<file path="src/rtl/power_save_consts.svh">
/*
 * Register offsets, field positions, reset values and counts for the
 * power-save and wake control block.
 * Assumes inclusion by bare name from rtl/ and dv/ files.
 */
`ifndef POWER_SAVE_CONSTS_SVH
`define POWER_SAVE_CONSTS_SVH

// Register byte offsets on the register bus
`define OFS_WAKE_CTRL 8'h00
`define OFS_CLOCK_DIV 8'h04
`define OFS_PWR_CMD 8'h08
`define OFS_PWR_STAT 8'h0C
`define OFS_IRQ_FLAGS5 8'h10
`define OFS_PERIPH_DIS 8'h14
`define OFS_PERIPH_EN 8'h18
`define OFS_PERIPH_IDL 8'h1C

// Wake-up unit control fields
`define WAKE_EN_BIT 15
`define WAKE_SIDL_BIT 13
`define WAKE_SINK_BIT 8
`define WAKE_CTRL_MASK 16'hA100
`define WAKE_CTRL_RESET 16'h0000

// Clock divider fields
`define CDIV_ROI_BIT 15
`define CDIV_RATIO_HI 14
`define CDIV_RATIO_LO 12
`define CDIV_SLOW_BIT 11
`define CDIV_MASK 16'hF800
`define CDIV_RESET 16'h0000

// Interrupt flag register five: wake flag
`define WAKE_FLAG_BIT 0

// Power-save command field values
`define CMD_SLEEP_VAL 2'h1
`define CMD_IDLE_VAL 2'h2

// Peripheral count and read value of a disabled block
`define NUM_PERIPH 8
`define PERIPH_INVALID_READ 32'hDEAD_BEEF

`endif

</file>
<file path="src/rtl/power_save_pkg.sv">
/*
 * Types shared by the power-save and wake control files.
 * Assumes the constants header is included where offsets are needed.
 */
package power_save_pkg;

    // Power state of the core
    typedef enum logic [1:0] {
        RUN,
        ENTERING,
        SLEEP,
        IDLE
    } power_state_e;

    // Selected power-save mode
    typedef enum logic {
        MODE_SLEEP,
        MODE_IDLE
    } save_mode_e;

endpackage : power_save_pkg

</file>
<file path="src/rtl/pin_sync.sv">
/*
 * Three-stage synchroniser for one pin level; a change is taken once
 * the second and third stages agree.
 * Assumes an asynchronous input and a single system clock.
 */
`timescale 1ns/1ps
`default_nettype none

module pin_sync (
    // Clock, reset, enable
    input wire logic ref_clk,
    input wire logic reset,
    input wire logic clkEn,
    // Pin in, filtered level out
    input wire logic pinIn,
    output logic level
);

    logic [2:0] stage;
    logic [2:0] next_stage;
    logic next_level;

    // Shift in; only stages two and three feed the filter
    always_comb begin
        next_stage = {stage[1:0], pinIn};
        next_level = (stage[1] == stage[2]) ? stage[2] : level;
    end

    // Idle level high: the capacitor is charged before use
    always_ff @(posedge ref_clk) begin
        if (reset) begin
            stage <= 3'h7;
            level <= 1'b1;
        end else if (clkEn) begin
            stage <= next_stage;
            level <= next_level;
        end
    end

endmodule : pin_sync

`default_nettype wire

</file>
<file path="src/rtl/cpu_clock_divider.sv">
/*
 * Slow-CPU clock-enable generator: one pulse every N system clocks.
 * Assumes the ratio field and slow enable come from the same clock.
 */
`timescale 1ns/1ps
`default_nettype none

module cpu_clock_divider (
    // Clock, reset, enable
    input wire logic ref_clk,
    input wire logic reset,
    input wire logic clkEn,
    // Control
    input wire logic slowActive,
    input wire logic [2:0] ratio,
    // Core clock enable
    output logic cpuTick
);

    logic [6:0] count;
    logic [6:0] next_count;
    logic [6:0] lastCount;

    // Ratio code n divides by 2**n, so 0 gives 1:1 and 7 gives 1:128
    always_comb begin
        lastCount = 7'((8'h01 << ratio) - 8'h01);
        if (!slowActive || count >= lastCount) begin
            next_count = 7'h00;
        end else begin
            next_count = count + 7'h01;
        end
    end

    // Counter runs on the system clock, so both domains share edges
    always_ff @(posedge ref_clk) begin
        if (reset) begin
            count <= 7'h00;
        end else if (clkEn) begin
            count <= next_count;
        end
    end

    // Tick at the end of each period; full speed when not slowed
    assign cpuTick = clkEn && (!slowActive || count >= lastCount); // [RULE19] [RULE9]
endmodule : cpu_clock_divider

`default_nettype wire

</file>
<file path="src/rtl/power_save_wake_control.sv">
/*
 * Power-save and wake control: Sleep/Idle entry and wake, wake-up unit
 * on the wake pin, slow-CPU clock enable, per-peripheral gating; all
 * registers reached over AXI4-Lite.
 * Assumes one 100 MHz system clock and a synchronous active-high reset.
 */
`timescale 1ns/1ps
`default_nettype none
`include "power_save_consts.svh"

// How it works
// RULE1 - Interrupt during entry wakes after entry completes
// RULE2 - Wake pin below threshold ends Sleep
// RULE3 - Wake-up ending Sleep sets flag bit 0
// RULE4 - Control bit 15 enables wake-up unit
// RULE5 - Control bit 13 stops unit in Idle
// RULE6 - Control bit 8 drives current sink
// RULE7 - Unused control bits read zero, ignore writes
// RULE8 - Software charges pin, then enables, then sleeps
// RULE9 - Slow mode slows only the CPU clock
// RULE10 - CPU and peripheral domains stay edge-synchronised
// RULE11 - Divider bit 11 enables slow mode
// RULE12 - Bits 14:12 pick ratio 1:1 to 1:128
// RULE13 - Divider bit 15 makes interrupts restore speed
// RULE14 - Disable bit gates clocks and registers
// RULE15 - Function enable stops function, keeps registers
// RULE16 - Stop-in-Idle bit disables peripheral in Idle
// RULE17 - Command selects Sleep or Idle
// RULE18 - Interrupt, watchdog or reset ends power save
// RULE19 - CPU clock is enable every N cycles
// RULE20 - Detection only when enabled and not idled
module power_save_wake_control
    import power_save_pkg::*;
(
    // Clock, reset, enable
    input wire logic ref_clk,
    input wire logic reset,
    input wire logic clkEn,
    // AXI4-Lite write
    input wire logic [7:0] s_axi_awaddr,
    input wire logic s_axi_awvalid,
    output logic s_axi_awready,
    input wire logic [31:0] s_axi_wdata,
    input wire logic [3:0] s_axi_wstrb,
    input wire logic s_axi_wvalid,
    output logic s_axi_wready,
    output logic [1:0] s_axi_bresp,
    output logic s_axi_bvalid,
    input wire logic s_axi_bready,
    // AXI4-Lite read
    input wire logic [7:0] s_axi_araddr,
    input wire logic s_axi_arvalid,
    output logic s_axi_arready,
    output logic [31:0] s_axi_rdata,
    output logic [1:0] s_axi_rresp,
    output logic s_axi_rvalid,
    input wire logic s_axi_rready,
    // Core events
    input wire logic intPending,
    input wire logic watchdogTimeout,
    // Wake pin
    input wire logic wakePin,
    output logic wakeSinkOn,
    // Clock enables out
    output logic cpuClkEn,
    output logic [7:0] periphClkEn,
    output logic [7:0] periphRun,
    output logic [7:0] periphRegAccess,
    output logic wakeEvent
);

    ////////////////////////////////////////////////////////////////////
    // Registers and state

    logic [15:0] wakeCtrl, next_wakeCtrl, clockDiv, next_clockDiv;
    logic [7:0] periphDis, next_periphDis, periphEn, next_periphEn, periphIdl, next_periphIdl;
    logic wakeFlag, next_wakeFlag, heldInt, next_heldInt, slowActive, next_slowActive;
    power_state_e state, next_state;
    save_mode_e mode, next_mode;
    logic pinLevel, pinLevelD, next_pinLevelD, wakeDetect, cmdWrite, cpuTick;
    logic [1:0] cmdVal, bResp, next_bResp, rResp, next_rResp;
    // AXI state
    logic awHeld, next_awHeld, wHeld, next_wHeld, bValid, next_bValid, rValid, next_rValid;
    logic [7:0] awAddr, next_awAddr;
    logic [31:0] wData, next_wData, rData, next_rData, readMux;
    logic [3:0] wStrb, next_wStrb;
    logic doWrite, doRead, readOk, writeOk;

    ////////////////////////////////////////////////////////////////////
    // Helpers

    pin_sync u_pin_sync (
        .ref_clk(ref_clk),
        .reset(reset),
        .clkEn(clkEn),
        .pinIn(wakePin),
        .level(pinLevel)
    );

    cpu_clock_divider u_div (
        .ref_clk(ref_clk),
        .reset(reset),
        .clkEn(clkEn),
        .slowActive(slowActive),
        .ratio(clockDiv[`CDIV_RATIO_HI:`CDIV_RATIO_LO]),
        .cpuTick(cpuTick)
    );

    ////////////////////////////////////////////////////////////////////
    // AXI4-Lite slave: address and data taken in either order

    assign s_axi_awready = !awHeld && !bValid;
    assign s_axi_wready = !wHeld && !bValid;
    assign s_axi_arready = !rValid;
    assign s_axi_bvalid = bValid;
    assign s_axi_bresp = bResp;
    assign s_axi_rvalid = rValid;
    assign s_axi_rdata = rData;
    assign s_axi_rresp = rResp;

    // Write fires once both halves are held
    assign doWrite = awHeld && wHeld && !bValid;
    assign doRead = s_axi_arvalid && s_axi_arready;
    assign cmdWrite = doWrite && awAddr == `OFS_PWR_CMD && wStrb[0];
    assign cmdVal = wData[1:0];

    // Known-address decode; unmapped answers SLVERR
    assign writeOk = awAddr inside {`OFS_WAKE_CTRL, `OFS_CLOCK_DIV, `OFS_PWR_CMD,
        `OFS_IRQ_FLAGS5, `OFS_PERIPH_DIS, `OFS_PERIPH_EN, `OFS_PERIPH_IDL};

    // Read mux; unused bits come back zero
    always_comb begin
        readOk = 1'b1;
        unique case (s_axi_araddr)
            `OFS_WAKE_CTRL: readMux = {16'h0000, wakeCtrl}; // [RULE7]
            `OFS_CLOCK_DIV: readMux = {16'h0000, clockDiv};
            `OFS_PWR_CMD: readMux = 32'h0000_0000;
            `OFS_PWR_STAT: readMux = {28'h000_0000, slowActive, pinLevel, state};
            `OFS_IRQ_FLAGS5: readMux = {31'h0000_0000, wakeFlag};
            `OFS_PERIPH_DIS: readMux = {24'h00_0000, periphDis};
            `OFS_PERIPH_EN: readMux = {24'h00_0000, periphEn};
            `OFS_PERIPH_IDL: readMux = {24'h00_0000, periphIdl};
            default: begin
                readMux = 32'h0000_0000;
                readOk = 1'b0;
            end
        endcase
    end

    // Bus next-state
    always_comb begin
        {next_awHeld, next_wHeld, next_awAddr, next_wData, next_wStrb} =
            {awHeld, wHeld, awAddr, wData, wStrb};
        {next_bValid, next_bResp, next_rValid, next_rData, next_rResp} =
            {bValid, bResp, rValid, rData, rResp};
        if (s_axi_awvalid && s_axi_awready) begin
            next_awHeld = 1'b1;
            next_awAddr = s_axi_awaddr;
        end
        if (s_axi_wvalid && s_axi_wready) begin
            next_wHeld = 1'b1;
            next_wData = s_axi_wdata;
            next_wStrb = s_axi_wstrb;
        end
        if (doWrite) begin
            next_awHeld = 1'b0;
            next_wHeld = 1'b0;
            next_bValid = 1'b1;
            next_bResp = writeOk ? 2'b00 : 2'b10;
        end else if (bValid && s_axi_bready) begin
            next_bValid = 1'b0;
        end
        if (doRead) begin
            next_rValid = 1'b1;
            next_rData = readMux;
            next_rResp = readOk ? 2'b00 : 2'b10;
        end else if (rValid && s_axi_rready) begin
            next_rValid = 1'b0;
        end
    end

    always_ff @(posedge ref_clk) begin
        if (reset) begin
            {awHeld, wHeld, bValid, rValid} <= 4'h0;
            {awAddr, wData, wStrb, bResp, rData, rResp} <= 80'h0;
        end else if (clkEn) begin
            {awHeld, wHeld, bValid, rValid} <=
                {next_awHeld, next_wHeld, next_bValid, next_rValid};
            {awAddr, wData, wStrb, bResp, rData, rResp} <=
                {next_awAddr, next_wData, next_wStrb, next_bResp, next_rData, next_rResp};
        end
    end

    ////////////////////////////////////////////////////////////////////
    // Control registers and wake-up unit

    // Falling crossing of the threshold while enabled and not idled
    assign wakeDetect = wakeCtrl[`WAKE_EN_BIT] && pinLevelD && !pinLevel // [RULE20] [RULE4]
        && !(state == IDLE && wakeCtrl[`WAKE_SIDL_BIT]); // [RULE5]
    assign wakeEvent = wakeDetect && state == SLEEP;
    assign wakeSinkOn = wakeCtrl[`WAKE_SINK_BIT]; // [RULE6]

    always_comb begin
        next_wakeCtrl = wakeCtrl;
        next_clockDiv = clockDiv;
        next_wakeFlag = wakeFlag;
        next_periphDis = periphDis;
        next_periphEn = periphEn;
        next_periphIdl = periphIdl;
        next_pinLevelD = pinLevel;
        if (doWrite && wStrb[1:0] != 2'b00) begin
            unique case (awAddr)
                `OFS_WAKE_CTRL: next_wakeCtrl = wData[15:0] & `WAKE_CTRL_MASK; // [RULE7]
                `OFS_CLOCK_DIV: next_clockDiv = wData[15:0] & `CDIV_MASK; // [RULE12]
                `OFS_IRQ_FLAGS5: next_wakeFlag = wData[`WAKE_FLAG_BIT];
                `OFS_PERIPH_DIS: next_periphDis = wData[7:0];
                `OFS_PERIPH_EN: next_periphEn = wData[7:0];
                `OFS_PERIPH_IDL: next_periphIdl = wData[7:0];
                default: ;
            endcase
        end
        // Set beats a simultaneous software clear
        if (wakeEvent) begin
            next_wakeFlag = 1'b1; // [RULE3]
        end
    end

    always_ff @(posedge ref_clk) begin
        if (reset) begin
            {wakeCtrl, clockDiv, wakeFlag} <= {`WAKE_CTRL_RESET, `CDIV_RESET, 1'b0};
            {periphDis, periphEn, periphIdl, pinLevelD} <= {8'h00, 8'hFF, 8'h00, 1'b1};
        end else if (clkEn) begin
            {wakeCtrl, clockDiv, wakeFlag} <= {next_wakeCtrl, next_clockDiv, next_wakeFlag};
            {periphDis, periphEn, periphIdl, pinLevelD} <=
                {next_periphDis, next_periphEn, next_periphIdl, next_pinLevelD};
        end
    end

    ////////////////////////////////////////////////////////////////////
    // Power state machine

    always_comb begin
        next_state = state;
        next_mode = mode;
        next_heldInt = heldInt;
        unique case (state)
            RUN: begin
                if (cmdWrite && (cmdVal == `CMD_SLEEP_VAL || cmdVal == `CMD_IDLE_VAL)) begin
                    next_state = ENTERING; // [RULE17]
                    next_mode = (cmdVal == `CMD_SLEEP_VAL) ? MODE_SLEEP : MODE_IDLE;
                    next_heldInt = intPending;
                end
            end
            ENTERING: begin
                // Interrupts here are held, not lost
                next_heldInt = heldInt || intPending;
                next_state = (mode == MODE_SLEEP) ? SLEEP : IDLE; // [RULE1]
            end
            SLEEP, IDLE: begin
                next_heldInt = 1'b0;
                if (heldInt || intPending || watchdogTimeout || wakeEvent) begin
                    next_state = RUN; // [RULE18] [RULE1] [RULE2]
                end
            end
        endcase
    end

    // Slow mode set by the enable bit, dropped on interrupt when asked
    always_comb begin
        next_slowActive = clockDiv[`CDIV_SLOW_BIT] // [RULE11]
            && !(clockDiv[`CDIV_ROI_BIT] && intPending); // [RULE13]
    end

    always_ff @(posedge ref_clk) begin
        if (reset) begin
            state <= RUN;
            mode <= MODE_SLEEP;
            heldInt <= 1'b0;
            slowActive <= 1'b0;
        end else if (clkEn) begin
            state <= next_state;
            mode <= next_mode;
            heldInt <= next_heldInt;
            slowActive <= next_slowActive;
        end
    end

    ////////////////////////////////////////////////////////////////////
    // Clock enables

    // CPU ticks only while running, from the shared system clock
    assign cpuClkEn = cpuTick && state == RUN; // [RULE10] [RULE9]

    for (genvar p = 0; p < `NUM_PERIPH; p++) begin : g_periph
        assign periphClkEn[p] = clkEn && !periphDis[p] && state != SLEEP // [RULE14]
            && !(state == IDLE && periphIdl[p]); // [RULE16]
        assign periphRun[p] = periphClkEn[p] && periphEn[p]; // [RULE15]
        assign periphRegAccess[p] = !periphDis[p]; // [RULE14] [RULE15]
    end
endmodule : power_save_wake_control

`default_nettype wire

</file>
<file path="config.mk">
export PLATFORM = sky130hd
export DESIGN_NAME = power_save_wake_control
export DESIGN_NICKNAME = d
export VERILOG_FILES = /design/src/rtl/power_save_pkg.sv /design/src/rtl/pin_sync.sv /design/src/rtl/cpu_clock_divider.sv /design/src/rtl/power_save_wake_control.sv
export VERILOG_INCLUDE_DIRS = /design/src /design/src/rtl
export SDC_FILE = /design/constraint.sdc
export NUM_CORES = 1
export LEC_CHECK = 0
export ABC_AREA = 1
export BUFFER_PORTS_ARGS = -buffer_cell sky130_fd_sc_hd__buf_4
export CORE_ASPECT_RATIO = 0.7
export CORE_MARGIN = 5
export CORE_UTILIZATION = 50
export DETAILED_ROUTE_END_ITERATION = 6
export PLACE_DENSITY = 0.74
export SKIP_CTS_REPAIR_TIMING = 1
export SLEW_MARGIN = 15
export SYNTH_ARGS = -nofsm -noshare
export SYNTH_HDL_FRONTEND = slang
export SYNTH_SLANG_ARGS = --single-unit
</file>
<file path="constraint.sdc">
create_clock -name ref_clk -period 2.05 [get_ports ref_clk]
set_input_delay 0.3075 -clock ref_clk [delete_from_list [all_inputs] [get_ports ref_clk]]
set_output_delay 0.3075 -clock ref_clk [all_outputs]
set_load 0.01 [all_outputs]
</file>
==> results of run 1 <==
critical path, stage by stage (launching register included):
cell and delay [ns]:
dfxtp_4 0.41, o21ai_1 0.09, ha_1 0.29, a21oi_1 0.15, nor2_1 0.06, nor2_1 0.12, nand4_1 0.11, nand2_1 0.09
nor2_1 0.05, buf_4 0.14
per-stage QoR:
stage,setup slack [ns],power (uW)
floorplan,0.414,2230
global placement,0.260,2370
detailed placement,0.176,2380
CTS,-0.187,4050
global route,-0.203,4210
finish,-0.111,4030
layer usage:
layer	track usage	up-vias	share of wire
li1	-	2109	-
met1	0.307	1931	0.47
met2	0.331	144	0.44
met3	0.0462	14	0.082
met4	0.0503	0	0.0087
met5	0	-	0
state kept, by name, indices dropped and copies added, names as in the netlist:
name	cells
awAddr	8
awHeld	1
clockDiv	5
heldInt	1
mode	1
periphDis	8
periphEn	8
periphIdl	8
pinLevelD	1
s_axi_bresp	1
s_axi_bvalid	1
s_axi_rdata	14
s_axi_rresp	1
s_axi_rvalid	1
slowActive	1
state	2
u_div.count	7
u_pin_sync.level	1
u_pin_sync.stage	3
wData	14
wHeld	1
wStrb	2
wakeCtrl	3
wakeFlag	1
final timing paths:
kind / from / depth (start not counted) / endpoint / slack [ns]
hold reg to reg: u_pin_sync.stage[0] / 2 / u_pin_sync.stage[0] / 0.46
hold / removal: wakePin / 3 / u_pin_sync.stage[0] / 0.17
setup / recovery: clockDiv[14] / 9 / cpuClkEn / -0.11
setup reg to reg: wData[1] / 10 / state[1] / 0.32
cells in the final DEF (no fill, tap or decap), types with 4 or more instances in the layout:
cell type,netlist,layout
nor2_4,3,5
a21oi_1,60,59
clkbuf_16,0,9
nand2_2,4,4
nor3_1,4,4
dfxtp_1,94,91
o211ai_1,6,6
and2_1,8,8
inv_1,53,53
conb_1,1,20
ha_4,0,4
nor2_1,69,67
buf_4,22,98
ha_1,9,5
o21ai_1,4,6
nand3_1,44,43
xor2_1,4,4
nand4_1,6,6
o21ai_0,56,54
a211oi_1,8,8
o211ai_2,7,7
nand2_1,83,82
cells by family (layout without fill, tap and decap cells):
group                      count (synthesis)  count (layout)
adders and majority gates                  9               9
muxes                                      1               1
buffers and inverters                    100             171
DFF                                       94              94
other                                      1              20
AOI/OAI and AO/OA                        151             151
and+or+nand+nor                          233             233
xor gates and xnor gates                   6               6
Yosys cell counts, drive strengths merged (9+ instances only):
cell and number:
ha 9, a21oi 62, buf 34, nor2 75, o21ai 63, inv 55, o211ai 13, clkbuf 9
nand2 89, dfxtp 94, nand3 46
final cells by class:
class	count	area [um2]	area share
repair buffers	98	736	0.131
clock buffers	9	225	0.0403
inverters	57	214	0.0382
flip-flops and latches	94	1890	0.338
well taps	124	155	0.0277
clock inverters	7	78.8	0.0141
multi-input cells	420	2300	0.410
power groups by stage:
stage	Clock (uW)	Combinational (uW)	Sequential [uW]
after floorplan	0	280	1950
after global placement	0	417	1960
after detailed placement	0	425	1960
after CTS	1700	428	1920
after global routing	1800	482	1920
final	1690	428	1920
==> impl_results.md, run 1 <==
- Multiplexer share of the synthesized area: 0.00222
- Syn Inst Count: approximately 600
- # fillers: slightly below 800
- Die area: around 11000 um2
- Grt ovf: 0
- Hpwl dp: 8840 um
- CTS root buf: clkbuf_16
- Die height: about 90 um
- Placed cells: ~790
- CP Class: register to output pin
- Slew Viols, Final: 0
- Max-cap check violation count: 0
- Simple-Gate Fraction of Synth Area: 0.241
- Mean Syn Cell Area: ~7.6 um2
- Cell Int Power: approximately 3000 uW
- Unrepaired setup endpoints after global routing: true
- XOR/XNOR share of the synthesized area: 0.0117
- Sequential share of power: 0.475
- Antenna-violating nets left: 0
- Initial antenna violation count: 0
- Largest net degree at the start of global routing: 45
- Final setup margin: -0.111 ns
- # rows: 29
- Warnings, synthesis: 0
- Leakage: between 0.002 and 0.0025 uW
- Vias in the first global route: between 3000 and 4000
- Placed inst area: just over 5000 um2
- Setup violators final: 1
- Worst VDD drop: about 0.44 mV
- CP Max Fanout: 7
- Final Non-Filler Cells: around 810
- Final core utilization: 0.627
- 1st-iter DRT viols: approximately 350
- Largest family of logic cells by synthesized area: simple AND/OR/NAND/NOR gates
- H-tree levels: 3
- TritonCTS buffer count: 9
- CTS tree: yes
- Post-synth EDFFs: 0
- Post-synth top flop: dfxtp_1
- Final instance area: 5600 um2
- Layout Area Growth over Synthesis: 24.1%
- GRT Overall Usage: 0.214
- Status: finished, violations left
- Hold WS: between 0.15 and 0.2 ns
- Reg clk slew, reported paths: 0.07 ns
- Sw frac: 0.254
- Core Region: around 9000 um2
- Number of port buffers: 90
- Fmax: roughly 460 MHz
- Synth area leaders: dfxtp_1 (42%), nand2_1 (6.9%), a21oi_1 (6.7%), o21ai_0 (6.2%), nor2_1 (5.7%)
- Final Wtd Congestion: between 0.8 and 0.9
- #FFs+latches synth: 94
- Synth Cell Area: 4510 um2
- Fin crit period: between 2 and 2.5 ns
- Nets: around 750
- CP Data Arrival Time: 1.85 ns
- Proportion of netlist area held by the largest area contributor: 0.417
- Hold Vio Cnt, Final: 0
- Ratio of cells with drive above 1 in the final layout: 0.231
- Compound-cell area share of the yosys netlist: 0.193
- Tcrit/Tclk final: 1.05
- Routed WL: around 12000 um
- Power share of the clock group: 0.419
- Ys async rst share: 0
- Die Width: 123 um
- Router iterations before antenna repair: 5
- Pwr dens: between 700 and 800 nW/um2
- Setup Skew: a little under 0.009 ns
- Global-route wire length before repair: between 15000 and 20000 um
- Sequential element share of the synthesized area: 0.417
- HP Class: primary input to register
- Adder-cell share of the synthesized area: 0.0250
- # IOs: ~130
- CP Launch Type: register
- Cell variety after synth: around 40
- Setup tns final: -0.111 ns
- Failing checks: setup timing
- Clk Latency, worst-skew pair: around 0.34 ns
- Starting Density: 0.505
- CTS Sinks: between 90 and 100
- CP required: between 1.5 and 2 ns
- NetSw: slightly above 1000 uW
- Critical Path End Type: output pin
- Vias per std cell: 5.19
- Antenna cells: 0
- DR vias: ~4200
- CTS max path bufs: 2
- Routed length per placed instance: 14.4 um
- Largest area contributor in the netlist: dfxtp_1
- DRC violations left: 0
- Logic pwr share: 0.106
(Power assumes the default switching activity.)
==> run 2, diff against run 1 <==
--- a/config.mk
+++ b/config.mk
@@ -8,3 +8,2 @@
 export LEC_CHECK = 0
-export ABC_AREA = 1
 export BUFFER_PORTS_ARGS = -buffer_cell sky130_fd_sc_hd__buf_4
--- a/constraint.sdc
+++ b/constraint.sdc
@@ -3,2 +3,2 @@
 set_output_delay 0.3075 -clock ref_clk [all_outputs]
-set_load 0.01 [all_outputs]
+set_load 0.02 [all_outputs]
==> impl_results.md, run 2 <==
- Status: finished, violations left (unchanged)
- Failing checks: setup timing (unchanged)
- Proportion of netlist area held by the largest area contributor: 0.420 (was 0.417)
- Final Wtd Congestion: 0.823 (was 0.886)
- TritonCTS buffer count: 9 (unchanged)
- CP Launch Type: register (unchanged)
- #FFs+latches synth: 94 (unchanged)
- Hold Vio Cnt, Final: 0 (unchanged)
- Hpwl dp: 8930 um (was 8840 um)
- Power share of the clock group: 0.424 (was 0.419)
- Total power: 4060 uW (was 4030 uW)
- Router iterations before antenna repair: 5 (unchanged)
- Die height: 89.2 um (was 89.4 um)
- Initial antenna violation count: 0 (unchanged)
- Largest net degree at the start of global routing: 59 (was 45)
- NetSw: 991 uW (was 1030 uW)
- CTS root buf: clkbuf_16 (unchanged)
- Critical Path End Type: output pin (unchanged)
- Tightest Pin Transition: a little over 0.8 ns
- Synth area leaders: dfxtp_1 (42%), mux2i_1 (10%), nand2_1 (5.8%), nor2_1 (4.7%), a21oi_1 (3.7%) (was dfxtp_1 (42%), nand2_1 (6.9%), a21oi_1 (6.7%), o21ai_0 (6.2%), nor2_1 (5.7%))
- Syn Inst Count: 511 (was 595)
- Clk Latency, worst-skew pair: 0.34 ns (about the same)
- Nets: 698 (was 752)
- Sequential element share of the synthesized area: 0.420 (was 0.417)
- Leading cell types by count after synthesis: dfxtp_1 (94), nand2_1 (69), nor2_1 (56) (was dfxtp_1 (94), nand2_1 (83), nor2_1 (69))
- Routed length per placed instance: 17.2 um (was 14.4 um)
- CTS max path bufs: 2 (unchanged)
- Routed WL: 12900 um (was 11700 um)
- Slew Viols, Final: 0 (unchanged)
- Mean Syn Cell Area: 8.78 um2 (was 7.58 um2)
- Fmax: 420 MHz (was 463 MHz)
- Max-slew headroom: 0.457
- # rows: 28 (was 29)
- Reg area: 1900 um2 (was 1890 um2)
- Worst VDD drop: 0.457 mV (was 0.442 mV)
- Die Width: 123 um (about the same)
- Post-synth top flop: dfxtp_1 (unchanged)
- CTS tree: yes (unchanged)
- Cell Int Power: 3060 uW (was 3010 uW)
- Reg clk slew, reported paths: 0.06 ns (was 0.07 ns)
- Synth Cell Area: 4490 um2 (was 4510 um2)
- Layout Area Growth over Synthesis: 32.9% (was 24.1%)
- Core Region: 8580 um2 (was 8930 um2)
- Setup violators final: 4 (was 1)
- Post-Place Worst Slack: -0.158 ns (was 0.176 ns)
- Warnings, synthesis: 0 (unchanged)
- Sequential share of power: 0.465 (was 0.475)
- Most frequent cells in the layout: buf_4 (128), dfxtp_1 (87), nand2_1 (69) (was buf_4 (98), dfxtp_1 (91), nand2_1 (82))
- Die area: 11000 um2 (about the same)
- Starting Density: 0.523 (was 0.505)
- CP Max Fanout: 7 (unchanged)
- Hold WS: 0.194 ns (was 0.173 ns)
- Ys async rst share: 0 (unchanged)
- Largest area contributor in the netlist: dfxtp_1 (unchanged)
- HP Class: primary input to register (unchanged)
- Most common cell after layout, fill and taps aside: buf_4 (unchanged)
- Global-route wire length before repair: 19700 um (was 18700 um)
- Grt ovf: 0 (unchanged)
- Sw frac: 0.244 (was 0.254)
- Vias in the first global route: 3986 (was 3934)
- Antenna-violating nets left: 0 (unchanged)
- DR vias: 4103 (was 4198)
- Leakage: 0.00239 uW (was 0.00241 uW)
- H-tree levels: 3 (unchanged)
- Count leader, synth: dfxtp_1 (unchanged)
- CP Data Arrival Time: 2.07 ns (was 1.85 ns)
- Tcrit/Tclk final: 1.16 (was 1.05)
- Antenna cells: 0 (unchanged)
- Logic pwr share: 0.111 (was 0.106)
- Cell variety after synth: 56 (was 41)
- Ratio of cells with drive above 1 in the final layout: 0.315 (was 0.231)
- Unrepaired setup endpoints after global routing: true (unchanged)
- Max-cap check violation count: 0 (unchanged)
- Pwr dens: 680 nW/um2 (was 721 nW/um2)
- CP Class: register to output pin (unchanged)
- Post-synth EDFFs: 0 (unchanged)
- CP required: 1.74 ns (about the same)
- CTS Sinks: 94 (unchanged)
- # IOs: 131 (unchanged)
- GRT Overall Usage: 0.232 (was 0.214)
- Number of port buffers: 90 (unchanged)
- Fin crit period: 2.38 ns (was 2.16 ns)
- Setup Skew: 0.00431 ns (was 0.00888 ns)
- 1st-iter DRT viols: 281 (was 348)
- # fillers: 687 (was 796)
- Multi-input gate area: 2480 um2 (was 2300 um2)
- Vias per std cell: 5.46 (was 5.19)
- Final setup margin: -0.331 ns (was -0.111 ns)
- DRC violations left: 0 (unchanged)
-- run 2: metrics by stage --
stage / util / instances / area (um2) / TNS, ns
2_1_floorplan: - / 530 / 4580 / 0
3_3_place_gp: 0.640 / 730 / 5490 / -0.0488
3_5_place_dp: 0.640 / 730 / 5490 / -0.355
4_1_cts: 0.676 / 746 / 5800 / -1.32
5_1_grt: 0.695 / 751 / 5960 / -0.765
6_report: 0.695 / 751 / 5960 / -0.422
-- run 2: critical path, cell delays in order (launching register included) --
cell	delay (ns)
dfxtp_4	0.36
or3_4	0.38
ha_4	0.27
nor2b_2	0.04
o21ai_2	0.17
a31oi_4	0.12
nor4b_4	0.21
buf_4	0.18
-- run 2: final cells by class --
cell class,instances,area share
sequential,94,0.318
clock inverter,5,0.00944
timing repair inverter,1,0.00126
tap,120,0.0252
clock buffer,11,0.0424
timing repair buffer,134,0.177
inverter,17,0.0113
multi-input combinational,369,0.416
-- run 2: power by group through the flow --
stage / clock network (uW) / registers [uW] / logic [uW]
CTS: 1730 / 1890 / 438
floorplan: 0 / 1930 / 277
detailed placement: 0 / 1930 / 435
global route: 1830 / 1890 / 484
finish: 1720 / 1890 / 451
global placement: 0 / 1930 / 426
-- run 2: path summary, 6_finish.rpt --
| check | from | to | slack (ns) | cells past startpoint |
|---|---|---|---|---|
| worst max-delay path | clockDiv[14] | cpuClkEn | -0.33 | 7 |
| worst min-delay path | wakePin | u_pin_sync.stage[0] | 0.19 | 3 |
| worst max register to register | awAddr[0] | state[1] | -0.04 | 5 |
| worst min register to register | s_axi_rdata[8] | s_axi_rdata[8] | 0.45 | 2 |
-- run 2: cells by family (layout without fill, tap and decap cells) --
logic type / after synthesis / after routing / share of synthesized area
AND/OR/NAND/NOR: 199 / 199 / 0.233
flip-flops: 94 / 94 / 0.420
buffers and inverters: 67 / 168 / 0.0731
adder cells (fa/ha/maj): 9 / 9 / 0.0251
XOR/XNOR: 6 / 6 / 0.0117
other: 1 / 20 / 0.000836
multiplexers: 56 / 56 / 0.127
AO/OA/AOI/OAI: 79 / 79 / 0.110
-- run 2: per-layer routing --
| metal | vias up | part of all wire | GRT usage |
|---|---|---|---|
| li1 | 1968 | - | - |
| met1 | 1948 | 0.43 | 0.304 |
| met2 | 167 | 0.47 | 0.378 |
| met3 | 20 | 0.087 | 0.0677 |
| met4 | 0 | 0.014 | 0.0643 |
| met5 | - | 0 | 0 |
